==> src/design/sleep_power_pkg.sv <==
// constants, register map and carrier types for the sleep and power control block
// assumes one 125 MHz system clock and a 32-bit Avalon-MM register port
package sleep_power_pkg;

    // register byte offsets on the Avalon-MM port
    localparam logic [3:0] OFS_BROWNOUT_SLEEP_CONTROL = 4'h0;
    localparam logic [3:0] OFS_SLEEP_CONTROL          = 4'h4;
    localparam logic [3:0] OFS_PERIPHERAL_CLOCK_GATE  = 4'h8;
    localparam logic [3:0] OFS_POWER_STATUS           = 4'hC;

    // brownout_sleep_control fields
    localparam int BIT_DETECTOR_SLEEP_OFF    = 1;
    localparam int BIT_DETECTOR_SLEEP_UNLOCK = 0;
    // sleep_control fields
    localparam int BIT_SLEEP_ARM      = 5;
    localparam int LSB_SLEEP_MODE     = 3;
    // peripheral_clock_gate fields
    localparam int BIT_TIMER_CLOCK_STOP = 1;
    localparam int BIT_ADC_CLOCK_STOP   = 0;
    // power_status fields
    localparam int BIT_ST_AWAKE      = 0;
    localparam int BIT_ST_SLEEPING   = 1;
    localparam int BIT_ST_DETECTOR_ON = 2;
    localparam int BIT_ST_OFF_ARMED  = 3;
    localparam int BIT_ST_UNLOCKED   = 4;
    localparam int BIT_ST_ADC_EXTENDED = 5;

    // values after reset
    localparam logic       RST_SLEEP_ARM      = 1'b0;
    localparam logic [1:0] RST_SLEEP_MODE     = 2'h0;
    localparam logic       RST_CLOCK_STOP     = 1'b0;
    localparam logic [2:0] RST_COUNT3         = 3'h0;
    localparam logic [12:0] RST_COUNT13       = 13'h0000;
    localparam logic [31:0] RST_WORD          = 32'h0000_0000;

    // sleep mode select codes
    localparam logic [1:0] MODE_IDLE       = 2'h0;
    localparam logic [1:0] MODE_ADC_NOISE  = 2'h1;
    localparam logic [1:0] MODE_POWER_DOWN = 2'h2;
    localparam logic [1:0] MODE_RESERVED   = 2'h3;

    // timing
    localparam int CLK_MHZ            = 125;
    localparam int UNLOCK_WINDOW      = 4;
    localparam int OFF_DELAY          = 3;
    localparam int OFF_HOLD           = 3;
    localparam int HALT_CYCLES        = 4;
    localparam int BOD_WAKE_US        = 60;
    localparam int BOD_WAKE_CYCLES    = BOD_WAKE_US * CLK_MHZ;
    localparam int STARTUP_CYCLES     = 16;
    localparam int PIN_COUNT          = 6;

    localparam logic [2:0] UNLOCK_LOAD = 3'(UNLOCK_WINDOW);
    localparam logic [2:0] OFF_LOAD    = 3'(OFF_DELAY + OFF_HOLD);
    localparam logic [2:0] OFF_HOLD_3  = 3'(OFF_HOLD);
    localparam logic [12:0] HALT_LOAD  = 13'(HALT_CYCLES - 1);

    typedef enum logic [3:0] {
        ST_ACTIVE = 4'b0001,
        ST_SLEEP  = 4'b0010,
        ST_WAKE   = 4'b0100,
        ST_HALT   = 4'b1000
    } power_state_t;

    typedef struct packed {
        logic        read;
        logic        write;
        logic [3:0]  address;
        logic [3:0]  byteenable;
        logic [31:0] writedata;
    } avalon_req_t;

    typedef struct packed {
        logic [31:0] readdata;
        logic        waitrequest;
    } avalon_rsp_t;

    typedef struct packed {
        logic cpu;
        logic io;
        logic adc;
        logic timer;
        logic adc_gated;
    } clock_enables_t;

endpackage : sleep_power_pkg

==> src/design/sleep_power_control.sv <==
// sleep, brown-out sleep disable and peripheral clock gate control
// assumes synchronous inputs on clk; the cpu raises sleep_request for one cycle on a sleep
// instruction and wake_request while an enabled interrupt is pending
`timescale 1ns/10ps
`default_nettype none

module sleep_power_control #(
    parameter int BOD_WAKE_CYCLES_P = sleep_power_pkg::BOD_WAKE_CYCLES,
    parameter int STARTUP_CYCLES_P  = sleep_power_pkg::STARTUP_CYCLES
) (
    // clock and reset
    input  wire logic                            clk,
    input  wire logic                            rst_n,
    // register port
    input  wire sleep_power_pkg::avalon_req_t    avs_req,
    output var  sleep_power_pkg::avalon_rsp_t    avs_rsp,
    // cpu side
    input  wire logic                            sleep_request,
    input  wire logic                            wake_request,
    output logic                                 cpu_halt,
    output logic                                 wake_resume,
    // clock tree and detector
    output var  sleep_power_pkg::clock_enables_t clock_enable,
    output logic                                 brownout_detector_enable,
    // peripheral register access
    output logic                                 timer_io_access,
    output logic                                 adc_io_access,
    // analog side
    input  wire logic                            adc_enabled,
    input  wire logic                            adc_conversion_start,
    input  wire logic                            comparator_uses_bandgap,
    output logic                                 adc_extended_conversion,
    output logic                                 comparator_enable,
    // port pins
    input  wire logic [sleep_power_pkg::PIN_COUNT-1:0] wake_pin_mask,
    output logic [sleep_power_pkg::PIN_COUNT-1:0]      input_buffer_enable
);
    import sleep_power_pkg::*;

    localparam logic [12:0] BOD_WAKE_LOAD = 13'(BOD_WAKE_CYCLES_P - 1);
    localparam logic [12:0] STARTUP_LOAD  = 13'(STARTUP_CYCLES_P - 1);

    typedef struct packed {
        logic         done;
        logic [31:0]  rdata;
        logic [2:0]   unlock_cnt;
        logic [2:0]   off_cnt;
        logic         arm;
        logic [1:0]   mode;
        logic         timer_stop;
        logic         adc_stop;
        power_state_t pst;
        logic [12:0]  wcnt;
        logic         bod_off_sleep;
        logic         adc_en_q;
        logic         adc_ext;
        logic         resume;
    } state_t;

    state_t s;
    state_t next_s;

    logic        access;
    logic        wr_take;
    logic [7:0]  wbyte;
    logic        off_effective;
    logic        deep_sleep;
    logic        awake;
    logic [31:0] rd_mux;
    logic        unlock_open;
    logic        off_pending;
    logic        sleep_take;
    logic        count_done;
    logic        adc_rise;
    logic [7:0]  bod_word;
    logic [7:0]  sleep_word;
    logic [7:0]  gate_word;
    logic [7:0]  status_word;

    assign access        = avs_req.read | avs_req.write;
    assign wr_take       = avs_req.write & s.done & avs_req.byteenable[0];
    assign wbyte         = avs_req.writedata[7:0];
    assign off_effective = (s.off_cnt != RST_COUNT3) && (s.off_cnt <= OFF_HOLD_3);
    assign awake         = (s.pst != ST_SLEEP);
    // io and adc clocks both stopped only in power-down
    assign deep_sleep    = (s.pst == ST_SLEEP) && (s.mode == MODE_POWER_DOWN);
    // a count of zero means closed; the lapse of the unlock and the self-clear of the
    // off bit share one down-counter form, so both end on the same kind of edge
    assign unlock_open   = (s.unlock_cnt != RST_COUNT3);
    assign off_pending   = (s.off_cnt != RST_COUNT3);
    // reserved mode code is treated as no sleep, so the cpu never halts on it
    assign sleep_take    = sleep_request && s.arm && (s.mode != MODE_RESERVED);
    // wake and halt phases both count down to zero in the same counter
    assign count_done    = (s.wcnt == RST_COUNT13);
    assign adc_rise      = adc_enabled && !s.adc_en_q;

    // register images, reserved positions stay zero
    always_comb begin
        bod_word                            = 8'h00;
        bod_word[BIT_DETECTOR_SLEEP_OFF]    = off_pending;
        bod_word[BIT_DETECTOR_SLEEP_UNLOCK] = unlock_open;
    end

    always_comb begin
        sleep_word                      = 8'h00;
        sleep_word[BIT_SLEEP_ARM]       = s.arm;
        sleep_word[LSB_SLEEP_MODE +: 2] = s.mode;
    end

    always_comb begin
        gate_word                       = 8'h00;
        gate_word[BIT_TIMER_CLOCK_STOP] = s.timer_stop;
        gate_word[BIT_ADC_CLOCK_STOP]   = s.adc_stop;
    end

    always_comb begin
        status_word                      = 8'h00;
        status_word[BIT_ST_AWAKE]        = (s.pst == ST_ACTIVE);
        status_word[BIT_ST_SLEEPING]     = (s.pst == ST_SLEEP);
        status_word[BIT_ST_DETECTOR_ON]  = brownout_detector_enable;
        status_word[BIT_ST_OFF_ARMED]    = off_effective;
        status_word[BIT_ST_UNLOCKED]     = unlock_open;
        status_word[BIT_ST_ADC_EXTENDED] = s.adc_ext;
    end

    // one wait state: data is registered while waitrequest is high
    always_comb begin
        rd_mux = RST_WORD;
        case (avs_req.address)
            OFS_BROWNOUT_SLEEP_CONTROL: begin
                rd_mux[7:0] = bod_word;
            end
            OFS_SLEEP_CONTROL: begin
                rd_mux[7:0] = sleep_word;
            end
            OFS_PERIPHERAL_CLOCK_GATE: begin
                rd_mux[7:0] = gate_word;
            end
            OFS_POWER_STATUS: begin
                rd_mux[7:0] = status_word;
            end
            default: begin
                rd_mux = RST_WORD;
            end
        endcase
    end

    always_comb begin
        next_s        = s;
        next_s.resume = 1'b0;

        // bus handshake
        next_s.done = access & ~s.done;
        if (access && !s.done) begin
            next_s.rdata = avs_req.read ? rd_mux : s.rdata;
        end

        // unlock window and off bit lifetime
        if (unlock_open) begin
            next_s.unlock_cnt = s.unlock_cnt - 3'h1;
        end
        if (off_pending) begin
            next_s.off_cnt = s.off_cnt - 3'h1;
        end

        if (wr_take) begin
            case (avs_req.address)
                OFS_BROWNOUT_SLEEP_CONTROL: begin
                    if (wbyte[BIT_DETECTOR_SLEEP_OFF] && wbyte[BIT_DETECTOR_SLEEP_UNLOCK]) begin
                        next_s.unlock_cnt = UNLOCK_LOAD;
                    end else if (wbyte[BIT_DETECTOR_SLEEP_OFF] && unlock_open) begin
                        next_s.off_cnt    = OFF_LOAD;
                        next_s.unlock_cnt = RST_COUNT3;
                    end
                end
                OFS_SLEEP_CONTROL: begin
                    next_s.arm  = wbyte[BIT_SLEEP_ARM];
                    next_s.mode = wbyte[LSB_SLEEP_MODE +: 2];
                end
                OFS_PERIPHERAL_CLOCK_GATE: begin
                    next_s.timer_stop = wbyte[BIT_TIMER_CLOCK_STOP];
                    next_s.adc_stop   = wbyte[BIT_ADC_CLOCK_STOP];
                end
                default: begin
                    next_s.arm = s.arm;
                end
            endcase
        end

        // adc re-enable tracking: an off-to-on edge forces the next conversion long
        next_s.adc_en_q = adc_enabled;
        if (adc_rise) begin
            next_s.adc_ext = 1'b1;
        end else if (adc_conversion_start) begin
            next_s.adc_ext = 1'b0;
        end

        // sleep sequencer
        case (s.pst)
            ST_ACTIVE: begin
                if (sleep_take) begin
                    next_s.pst = ST_SLEEP;
                    next_s.bod_off_sleep = off_effective && (s.mode == MODE_POWER_DOWN);
                end
            end
            ST_SLEEP: begin
                if (wake_request) begin
                    next_s.pst = ST_WAKE;
                    next_s.bod_off_sleep = 1'b0;
                    next_s.wcnt = s.bod_off_sleep ? BOD_WAKE_LOAD : STARTUP_LOAD;
                end
            end
            ST_WAKE: begin
                if (count_done) begin
                    next_s.pst  = ST_HALT;
                    next_s.wcnt = HALT_LOAD;
                end else begin
                    next_s.wcnt = s.wcnt - 13'h0001;
                end
            end
            ST_HALT: begin
                if (count_done) begin
                    next_s.pst    = ST_ACTIVE;
                    next_s.resume = 1'b1;
                end else begin
                    next_s.wcnt = s.wcnt - 13'h0001;
                end
            end
            default: begin
                next_s.pst = ST_ACTIVE;
            end
        endcase
    end

    always_ff @(posedge clk or negedge rst_n) begin
        if (!rst_n) begin
            s.done          <= 1'b0;
            s.rdata         <= RST_WORD;
            s.unlock_cnt    <= RST_COUNT3;
            s.off_cnt       <= RST_COUNT3;
            s.arm           <= RST_SLEEP_ARM;
            s.mode          <= RST_SLEEP_MODE;
            s.timer_stop    <= RST_CLOCK_STOP;
            s.adc_stop      <= RST_CLOCK_STOP;
            s.pst           <= ST_ACTIVE;
            s.wcnt          <= RST_COUNT13;
            s.bod_off_sleep <= 1'b0;
            s.adc_en_q      <= 1'b0;
            s.adc_ext       <= 1'b0;
            s.resume        <= 1'b0;
        end else begin
            s <= next_s;
        end
    end

    // bus answer
    assign avs_rsp.waitrequest = access & ~s.done;
    assign avs_rsp.readdata    = s.rdata;

    // cpu and detector
    assign cpu_halt    = (s.pst != ST_ACTIVE);
    assign wake_resume = s.resume;
    assign brownout_detector_enable = ~s.bod_off_sleep;

    // clock tree: gate bits only matter while the domain would otherwise run
    always_comb begin
        clock_enable.cpu       = (s.pst == ST_ACTIVE);
        clock_enable.io        = awake || (s.mode == MODE_IDLE);
        clock_enable.adc       = awake || (s.mode != MODE_POWER_DOWN);
        clock_enable.timer     = clock_enable.io && !s.timer_stop;
        clock_enable.adc_gated = clock_enable.adc && !s.adc_stop;
    end

    assign timer_io_access = ~s.timer_stop;
    assign adc_io_access   = ~s.adc_stop;
    assign adc_extended_conversion = s.adc_ext;
    // gated adc also removes the comparator's mux path
    assign comparator_enable = ~s.adc_stop && (~deep_sleep || comparator_uses_bandgap);

    genvar g;
    generate
        for (g = 0; g < PIN_COUNT; g = g + 1) begin : g_inbuf
            assign input_buffer_enable[g] = ~deep_sleep | wake_pin_mask[g];
        end
    endgenerate

endmodule : sleep_power_control
`default_nettype wire

==> config.mk <==
export PLATFORM = sky130hd
export DESIGN_NAME = sleep_power_control
export DESIGN_NICKNAME = d
export VERILOG_FILES = /design/src/design/sleep_power_pkg.sv /design/src/design/sleep_power_control.sv
export SDC_FILE = /design/constraint.sdc
export NUM_CORES = 1
export LEC_CHECK = 0
export BUFFER_PORTS_ARGS = -buffer_cell sky130_fd_sc_hd__buf_2
export CAP_MARGIN = 20
export CELL_PAD_IN_SITES_DETAIL_PLACEMENT = 0
export CELL_PAD_IN_SITES_GLOBAL_PLACEMENT = 1
export CORE_ASPECT_RATIO = 0.6
export CORE_UTILIZATION = 35
export CTS_BUF_LIST = sky130_fd_sc_hd__clkbuf_8 sky130_fd_sc_hd__clkbuf_16
export CTS_CLUSTER_DIAMETER = 150
export DETAILED_ROUTE_END_ITERATION = 8
export HOLD_SLACK_MARGIN = 0.05
export PLACE_DENSITY = 0.81
export SYNTH_ARGS = -nofsm -noshare
export SYNTH_HDL_FRONTEND = slang
export SYNTH_SLANG_ARGS = --single-unit
==> constraint.sdc <==
create_clock -name clk -period 2.99 [get_ports clk]
set_clock_uncertainty 0.05 [all_clocks]
set_input_delay 0 -clock clk [delete_from_list [all_inputs] [get_ports clk]]
set_output_delay 0 -clock clk [all_outputs]
set_load 0.01 [all_outputs]
==> results of run 1 <==
-- cells by family after synthesis --
logic type / count (synthesis)
other: 1
adders and majority gates: 7
xor gates and xnor gates: 3
and+or+nand+nor: 101
AOI/OAI and AO/OA: 58
muxes: 10
buffers and inverters: 54
DFF: 39
-- worst register-to-register path, delay by kind of cell, from the launching register on --
kind / cells / cell delay, ps
DFF: 1 / 410
AOI/OAI and AO/OA: 2 / 680
and+or+nand+nor: 3 / 990
buffers and inverters: 1 / 90
adders and majority gates: 1 / 160
-- layer usage --
layer  vias to the layer above  GRT usage  wire, um
li1                       1016          -         -
met1                       967     0.2415      2870
met2                        70     0.2311      2204
met3                         8    0.03680       451
met4                         0    0.03885        68
met5                         -          0         0
-- cells in the mapped netlist (4+ instances only) --
library cell / n / area share
nor3_1: 10 / 0.020
inv_1: 15 / 0.023
or2_2: 8 / 0.020
nand2_1: 22 / 0.033
ha_1: 7 / 0.035
a21oi_1: 6 / 0.012
a22o_1: 8 / 0.028
o21ai_0: 20 / 0.040
and2_1: 4 / 0.010
buf_4: 33 / 0.099
mux2_2: 5 / 0.023
mux2i_1: 5 / 0.020
nand2b_1: 4 / 0.010
nand3_1: 5 / 0.010
nor2_1: 23 / 0.035
dfrtp_1: 38 / 0.38
-- worst paths after layout --
path                             start                      end  depth (start not counted)
max                               s[4]                     s[7]                          7
min                        avs_req[39]               avs_rsp[6]                          3
max reg2reg                       s[4]                     s[7]                          7
min reg2reg                       s[2]  adc_extended_conversion                          1
max in group asynchronous        rst_n                    s[64]                          2
min in group asynchronous        rst_n                    s[15]                          2
-- power groups by stage --
| stage | registers, mW | logic [mW] | clock network, mW |
|---|---|---|---|
| finish | 0.749 | 0.569 | 0.496 |
| detailed placement | 0.756 | 0.554 | 0 |
| global route | 0.769 | 0.647 | 0.534 |
| global placement | 0.754 | 0.534 | 0 |
| CTS | 0.747 | 0.573 | 0.507 |
| floorplan | 0.725 | 0.443 | 0 |
-- metrics by stage --
stage	total power [mW]	instance area, um2	utilization
2_1_floorplan	1.168	2591	-
3_3_place_gp	1.288	2665	0.3924
3_5_place_dp	1.310	2665	0.3924
4_1_cts	1.827	2943	0.4333
5_1_grt	1.950	2943	0.4333
6_report	1.814	2943	0.4333
-- flip-flops by register name (all words and copies together) (netlist names) --
name                     cells
avs_rsp                      6
gate_word                    2
adc_extended_conversion      1
wake_resume                  1
s                           29
-- timing repair --
| item | CTS | global route |
|---|---|---|
| hold buffers | 14 | 0 |
| setup buffers | 0 | 0 |
| hold endpoints to repair | 50 | 0 |
| resized for setup | 0 | 0 |
-- final cells by class --
| cell class | instances | area [um2] | share of cell area |
|---|---|---|---|
| multi-input cells | 205 | 1270 | 0.4315 |
| flip-flops and latches | 39 | 977.2 | 0.3321 |
| repair buffers | 64 | 392.9 | 0.1335 |
| clock buffers | 5 | 125.1 | 0.04252 |
| well taps | 87 | 108.9 | 0.03699 |
| inverters | 15 | 56.30 | 0.01913 |
| clock inverters | 3 | 12.51 | 0.004252 |
==> run summary, run 1 <==
status -> finished, violations left
failing checks -> design-rule violations
CP max stage delay -> 500 ps
delay-heaviest family, CP -> simple AND/OR/NAND/NOR gates
H-Tree Depth -> 2
Synth Area in XOR/XNOR -> 0.01052
Clk pwr share -> 0.273
switching part of the total -> 0.3410
Post-DP HPWL -> 4239 um
CP startpoint kind -> flip-flop
worst slew pin tran -> 888.0 ps
vias per inst -> 4.931
drt drc -> 10
Synth Register Bits -> 39
Synth async-reset ratio -> 1.000
Buf/Inv on CP -> 1
Finished Layout Cells -> 418
Sw Pwr -> 0.6186 mW
Layout Nets -> 392
mux share of post-synthesis cell area -> 0.04259
Crit. End Element -> flip-flop
Gate power share -> 0.314
clock-pin slew on the worst setup and hold paths -> 60 ps
CTS root buffer -> clkbuf_16
most common flop cell mapped by yosys -> dfrtp_1
IO Port Bufs -> 49
compound-gate portion of the synthesized area -> 0.1623
Die W -> 111.1 um
Synth Area in Adders -> 0.03507
# diodes -> 0
routed len/inst -> 13.38 um
setup violators final -> 0
Vert. Die Dim -> 67.43 um
fmax -> 0.4020 GHz
CTS sink cnt -> 39
P per Cell Area -> 616.4 mW/mm2
CP arrival -> 2600 ps
Area Growth Syn to Fin -> 17.84%
I/O pin count -> 106
setup ws final -> 502.5 ps
max-slew violation count -> 0
GRT overflow -> 0
Setup TNS -> 0 ps
count of final hold-check violations -> 0
pre-CTS worst setup slack -> 531.4 ps
final WL -> 5594 um
Final min period -> 2487 ps
Peak VDD IR -> 0.2187 mV
Max transition margin -> 0.4080
commonest non-fill, non-tap cell in the layout -> buf_2
fill count -> 687
1st-iter DRT viols -> 112
vias in the first global route -> 1,819
R2R Setup Slk -> 500 ps
Crit Path Max Fanout -> 5
CP Cell Sequence -> inv_1, ha_1, or4b_1, or3_4, a22oi_1, nor2_1, o22a_1
simple-gate share of the synthesized area -> 0.2189
RSZ-0062 raised after global routing -> false
CP required -> 3110 ps
Crit Path Category -> flip-flop to flip-flop
Leak Pwr -> 1.363 nW
commonest cells after routing, fill and taps aside -> 49 x buf_2, 38 x dfrtp_1, 26 x conb_1
core area -> 0.006792 mm2
first-pass GRT wire length -> 9349 um
Cell Area, Synth -> 0.002497 mm2
Yosys cell types -> 57
main combinational cell family by area after synthesis -> simple AND/OR/NAND/NOR gates
drt pass-1 iters -> 8
TritonCTS clock tree -> done
syn_area_per_cell -> 9.148 um2
register share of total power -> 0.413
Clock Path Buffers -> 2
Cell Rows -> 23
WHS -> 105.1 ps
gr usage total -> 0.1608
fin crit share -> 0.8319
antenna-violating nets left -> 0
total number of vias -> 2,061
share of cells above drive strength 1 -> 0.2387
Post-Syn Instances -> 273
initial antenna violation count -> 0
Initial Utilization -> 0.3677
Internal Power -> 1.195 mW
Post-synth EDFFs -> 0
CTS Buf Count -> 5
Max Cap Viol -> 0
pin count of the biggest net entering global routing -> 40
placed insts -> 396
Crit-path slowest cell -> or4b_1
final RePlAce weighted congestion -> 0.8794
Yosys warnings -> 0
die area -> 0.007488 mm2
worst-skew pair later-pin latency -> 280 ps
HP Class -> input pin to flip-flop
sequential share of the synthesized area -> 0.3913
Note: power is estimated with default switching activity, not from simulation.
==> run 2: changes to the inputs <==
--- a/config.mk
+++ b/config.mk
@@ -10,12 +10,12 @@
 export CELL_PAD_IN_SITES_DETAIL_PLACEMENT = 0
 export CELL_PAD_IN_SITES_GLOBAL_PLACEMENT = 1
 export CORE_ASPECT_RATIO = 0.6
-export CORE_UTILIZATION = 35
+export CORE_UTILIZATION = 31
 export CTS_BUF_LIST = sky130_fd_sc_hd__clkbuf_8 sky130_fd_sc_hd__clkbuf_16
 export CTS_CLUSTER_DIAMETER = 150
 export DETAILED_ROUTE_END_ITERATION = 8
 export HOLD_SLACK_MARGIN = 0.05
-export PLACE_DENSITY = 0.81
+export PLACE_DENSITY = 0.76
 export SYNTH_ARGS = -nofsm -noshare
 export SYNTH_HDL_FRONTEND = slang
 export SYNTH_SLANG_ARGS = --single-unit
==> constraint.sdc (replaced) <==
create_clock -name clk -period 2.25 [get_ports clk]
set_clock_uncertainty 0.05 [all_clocks]
set_input_delay 0 -clock clk [delete_from_list [all_inputs] [get_ports clk]]
set_output_delay 0 -clock clk [all_outputs]
set_load 0.01 [all_outputs]
==> run summary, run 2 (synthesis gave the netlist of run 1 again) <==
status -> finished, violations left
failing checks -> negative setup slack
pin count of the biggest net entering global routing -> 40
setup ws final -> -8.030 ps
TritonCTS clock tree -> done
Crit Path Category -> flip-flop to flip-flop
gr usage total -> 0.1518
IO Port Bufs -> 49
vias per inst -> 4.793
CP startpoint kind -> flip-flop
CTS Buf Count -> 5
initial antenna violation count -> 0
most used cell, CP -> a22oi_2
Post-DP HPWL -> 4627 um
CP Cell Sequence -> or4_1, or3_4, a22oi_2, buf_4, a22oi_2
routed len/inst -> 13.68 um
Area Growth Syn to Fin -> 31.41%
CP max stage delay -> 620 ps
max reg flops -> 29
Final min period -> 2258 ps
Setup TNS -> -8.030 ps
RSZ-0062 raised after global routing -> true
Final Core Density -> 0.4354
core area -> 0.007537 mm2
commonest cells after routing, fill and taps aside -> 49 x buf_2, 38 x dfrtp_1, 27 x buf_4
setup violators final -> 1
clock-pin slew on the worst setup and hold paths -> 60 ps
share of cells above drive strength 1 -> 0.3370
Crit. End Element -> flip-flop
Layout Nets -> 420
CP arrival -> 2330 ps
CP required -> 2330 ps
Finished Layout Cells -> 463
drt drc -> 0
count of final hold-check violations -> 0
Crit-path slowest cell -> or4_1
antenna-violating nets left -> 0
CTS root buffer -> clkbuf_16
H-Tree Depth -> 2
Crit Path Max Fanout -> 4
total number of vias -> 2,219
final WL -> 6336 um
Peak VDD IR -> 0.3947 mV
placed insts -> 434
Vert. Die Dim -> 71.53 um
Buf/Inv on CP -> 1
# diodes -> 0
P per Cell Area -> 830.2 mW/mm2
commonest non-fill, non-tap cell in the layout -> buf_2
Cell Rows -> 24
I/O pin count -> 106
1st-iter DRT viols -> 132
first-pass GRT wire length -> 10,180 um
delay-heaviest family, CP -> simple AND/OR/NAND/NOR gates
pre-CTS worst setup slack -> -125.3 ps
grt met3 use -> 0.02070
grt peak-use layer -> met1
vias in the first global route -> 1,961
Initial Utilization -> 0.3313
fmax -> 0.4429 GHz
worst-skew pair later-pin latency -> 280 ps
fin crit share -> 1.004
Max Cap Viol -> 0
Clock Path Buffers -> 2
met2 usage -> 0.2026
max-slew violation count -> 0
worst slew pin tran -> 899.5 ps
final RePlAce weighted congestion -> 0.8083
GRT overflow -> 0
die area -> 0.008431 mm2
CTS sink cnt -> 39
Leak Pwr -> 1.513 nW
drt pass-1 iters -> 4
total design power -> 2.725 mW
Biggest register -> s
Max transition margin -> 0.4004
met1 Usage GRT -> 0.2510
Die W -> 117.9 um
HP Class -> input pin to flip-flop
==> run 2: worst register-to-register path: stages (launching register included) <==
cell	delay (ps)
dfrtp_1	410
or4_1	620
or3_4	460
a22oi_2	300
buf_4	200
a22oi_2	70
==> run 2: area by class of cell <==
cell class,instances,area (um2)
repair buffers,90,588.1
fillers,741,4255
clock inverters,2,35.03
well taps,104,130.1
clock buffers,6,138.9
flip-flops and latches,39,977.2
multi-input cells,207,1356
inverters,15,56.30
==> run 2: power by group <==
part | leakage, nW | switching, mW | total (mW) | internal (mW)
logic | 0.929 | 0.512 | 0.931 | 0.419
clock network | 0.0868 | 0.282 | 0.833 | 0.551
registers | 0.497 | 0.111 | 0.961 | 0.850
==> run 2: worst paths after layout <==
path | from | endpoint | slack (ps) | cells past startpoint
max reg2reg | s[15] | s[5] | -8 | 5
max | s[15] | s[5] | -8 | 5
min reg2reg | s[2] | adc_extended_conversion | 380 | 1
max in group asynchronous | rst_n | s[19] | 1240 | 2
min | avs_req[39] | avs_rsp[6] | 110 | 3
min in group asynchronous | rst_n | gate_word[0] | 340 | 2
==> run 2: layer usage <==
metal / part of all wire / vias to the layer above / routed length (um)
met1: 0.55 / 1073 / 3502
li1: - / 1077 / -
met2: 0.40 / 65 / 2522
met3: 0.044 / 4 / 278
met4: 0.0052 / 0 / 33
met5: 0 / - / 0
==> run 2: repair_timing <==
| action | in CTS | in global routing |
|---|---|---|
| hold buffers | 14 | 0 |
| endpoints found under the hold margin | 50 | 0 |
| pin swaps | 1 | 11 |
| gates resized for setup | 4 | 15 |
| buffers inserted | 0 | 5 |
| endpoints found under the setup margin | 10 | 15 |
| cloned | 0 | 2 |
==> run 2: through the flow <==
step                hold WS [ps]  instance area [um2]
floorplan                 -345.6                 2591
global placement           72.12                 2844
detailed placement         73.55                 2844
CTS                        100.8                 3176
global route               114.8                 3282
finish                     108.7                 3282
==> run 3: changes to the inputs <==
--- a/config.mk
+++ b/config.mk
@@ -10,12 +10,12 @@
 export CELL_PAD_IN_SITES_DETAIL_PLACEMENT = 0
 export CELL_PAD_IN_SITES_GLOBAL_PLACEMENT = 1
 export CORE_ASPECT_RATIO = 0.6
-export CORE_UTILIZATION = 31
+export CORE_UTILIZATION = 35
 export CTS_BUF_LIST = sky130_fd_sc_hd__clkbuf_8 sky130_fd_sc_hd__clkbuf_16
 export CTS_CLUSTER_DIAMETER = 150
 export DETAILED_ROUTE_END_ITERATION = 8
 export HOLD_SLACK_MARGIN = 0.05
-export PLACE_DENSITY = 0.76
+export PLACE_DENSITY = 0.81
 export SYNTH_ARGS = -nofsm -noshare
 export SYNTH_HDL_FRONTEND = slang
 export SYNTH_SLANG_ARGS = --single-unit
==> constraint.sdc (replaced) <==
create_clock -name clk -period 2.8 [get_ports clk]
set_clock_uncertainty 0.05 [all_clocks]
set_input_delay 0 -clock clk [delete_from_list [all_inputs] [get_ports clk]]
set_output_delay 0 -clock clk [all_outputs]
set_load 0.01 [all_outputs]
==> run summary, run 3 (synthesis gave the netlist of run 1 again) <==
P per Cell Area -> 718.7 mW/mm2
drt drc -> 11
Sw Pwr -> 0.6992 mW
Peak VDD IR -> 0.3192 mV
CP Cell Sequence -> inv_1, ha_1, or4b_1, nor4_2, or2_2, o21ai_0, a22o_1
HP Class -> input pin to flip-flop
grt peak-use layer -> met2
worst-skew pair later-pin latency -> 290 ps
CP arrival -> 2510 ps
Final min period -> 2388 ps
Crit Path Category -> flip-flop to flip-flop
fill count -> 676
final RePlAce weighted congestion -> 0.8780
Seq. cell area -> 977.2 um2
share of cells above drive strength 1 -> 0.2470
Die W -> 111.1 um
Post-DP HPWL -> 4364 um
Final Core Density -> 0.4429
Crit Path Max Fanout -> 12
count of final hold-check violations -> 0
Area Growth Syn to Fin -> 20.44%
fin crit share -> 0.8529
total design power -> 2.162 mW
vias per inst -> 5.079
IO Port Bufs -> 49
commonest non-fill, non-tap cell in the layout -> buf_2
die area -> 0.007488 mm2
Biggest register -> s
Internal Power -> 1.462 mW
gr usage total -> 0.1727
CP max stage delay -> 510 ps
CTS root buffer -> clkbuf_16
critical path depth -> 7
pin count of the biggest net entering global routing -> 40
commonest cells after routing, fill and taps aside -> 49 x buf_2, 38 x dfrtp_1, 26 x conb_1
Setup TNS -> 0 ps
Finished Layout Cells -> 419
first-pass GRT wire length -> 9873 um
hold depth -> 3
failing checks -> design-rule violations
1st-iter DRT viols -> 188
initial antenna violation count -> 0
TritonCTS clock tree -> done
Gate power share -> 0.289
CTS Buf Count -> 5
fmax -> 0.4188 GHz
Cell Rows -> 23
I/O pin count -> 106
Post-CTS Setup Bufs -> 0
area of the multi-input gates -> 0.001276 mm2
grt met3 use -> 0.04129
CP startpoint kind -> flip-flop
routed len/inst -> 14.56 um
switching part of the total -> 0.3235
setup violators final -> 0
# diodes -> 0
Crit. End Element -> flip-flop
Clock Path Buffers -> 2
clock-pin slew on the worst setup and hold paths -> 60 ps
antenna-violating nets left -> 0
Vert. Die Dim -> 67.43 um
CTS sink cnt -> 39
H-Tree Depth -> 2
Max transition margin -> 0.4139
core area -> 0.006792 mm2
Max Cap Viol -> 0
placed insts -> 397
Crit-path slowest cell -> or4b_1
Buf/Inv on CP -> 1
vias in the first global route -> 1,911
drt pass-1 iters -> 6
RSZ-0062 raised after global routing -> false
worst slew pin tran -> 879.2 ps
Leak Pwr -> 1.386 nW
Initial Utilization -> 0.3677
GRT overflow -> 0
delay-heaviest family, CP -> simple AND/OR/NAND/NOR gates
final WL -> 6101 um
R2R cell count -> 7
met1 Usage GRT -> 0.2518
total number of vias -> 2,128
status -> finished, violations left
register share of total power -> 0.372
CP required -> 2920 ps
Layout Nets -> 393
Clk pwr share -> 0.340
max-slew violation count -> 0
max reg flops -> 29
met2 usage -> 0.2555
run 3: area by class of cell:
type	instances	area share
multi-input cells	205	0.4243
flip-flops and latches	39	0.3249
repair buffers	65	0.1331
clock buffers	5	0.04160
well taps	87	0.03619
clock inverters	3	0.02121
inverters	15	0.01872
run 3: power groups by stage:
stage	Clock, mW	Combinational [mW]	Sequential (mW)
3_5_place_dp	0	0.596	0.811
2_1_floorplan	0	0.473	0.775
3_3_place_gp	0	0.571	0.806
4_1_cts	0.739	0.623	0.802
5_1_grt	0.762	0.698	0.828
6_report	0.734	0.624	0.803
run 3: what timing repair did:
| item | 4_1_cts | 5_1_grt |
|---|---|---|
| endpoints found under the setup margin | 0 | 1 |
| hold buffers | 14 | 0 |
| gates resized for setup | 0 | 1 |
| endpoints found under the hold margin | 50 | 0 |
run 3: final timing paths:
check / from / endpoint / slack [ps]
setup / recovery: s[4] / s[10] / 410
hold / removal: avs_req[39] / avs_rsp[6] / 100
setup reg to reg: s[4] / s[10] / 410
hold reg to reg: s[2] / adc_extended_conversion / 380
max in group asynchronous: rst_n / s[30] / 1820
min in group asynchronous: rst_n / s[14] / 320
run 3: per-stage QoR:
step                      hold WS (ps)  instance area, um2  setup WS, ps
final                            97.16                3008         412.0
after floorplan                 -345.6                2591         618.0
after global routing             116.3                3008         183.2
after global placement           71.42                2673         389.7
after CTS                        104.3                3002         293.9
after detailed placement         74.26                2673         345.8
run 3: worst reg2reg max path: cells and delay by family (launching register included):
| kind | cells | cell delay (ps) |
|---|---|---|
| AOI/OAI and AO/OA | 2 | 380 |
| buffers and inverters | 1 | 100 |
| adders and majority gates | 1 | 180 |
| and+or+nand+nor | 3 | 1140 |
| DFF | 1 | 420 |
run 3: layer usage:
layer	vias up	wire length [um]
met5	-	0
met4	0	78
met3	8	462
met2	76	2533
met1	1018	3027
li1	1026	-
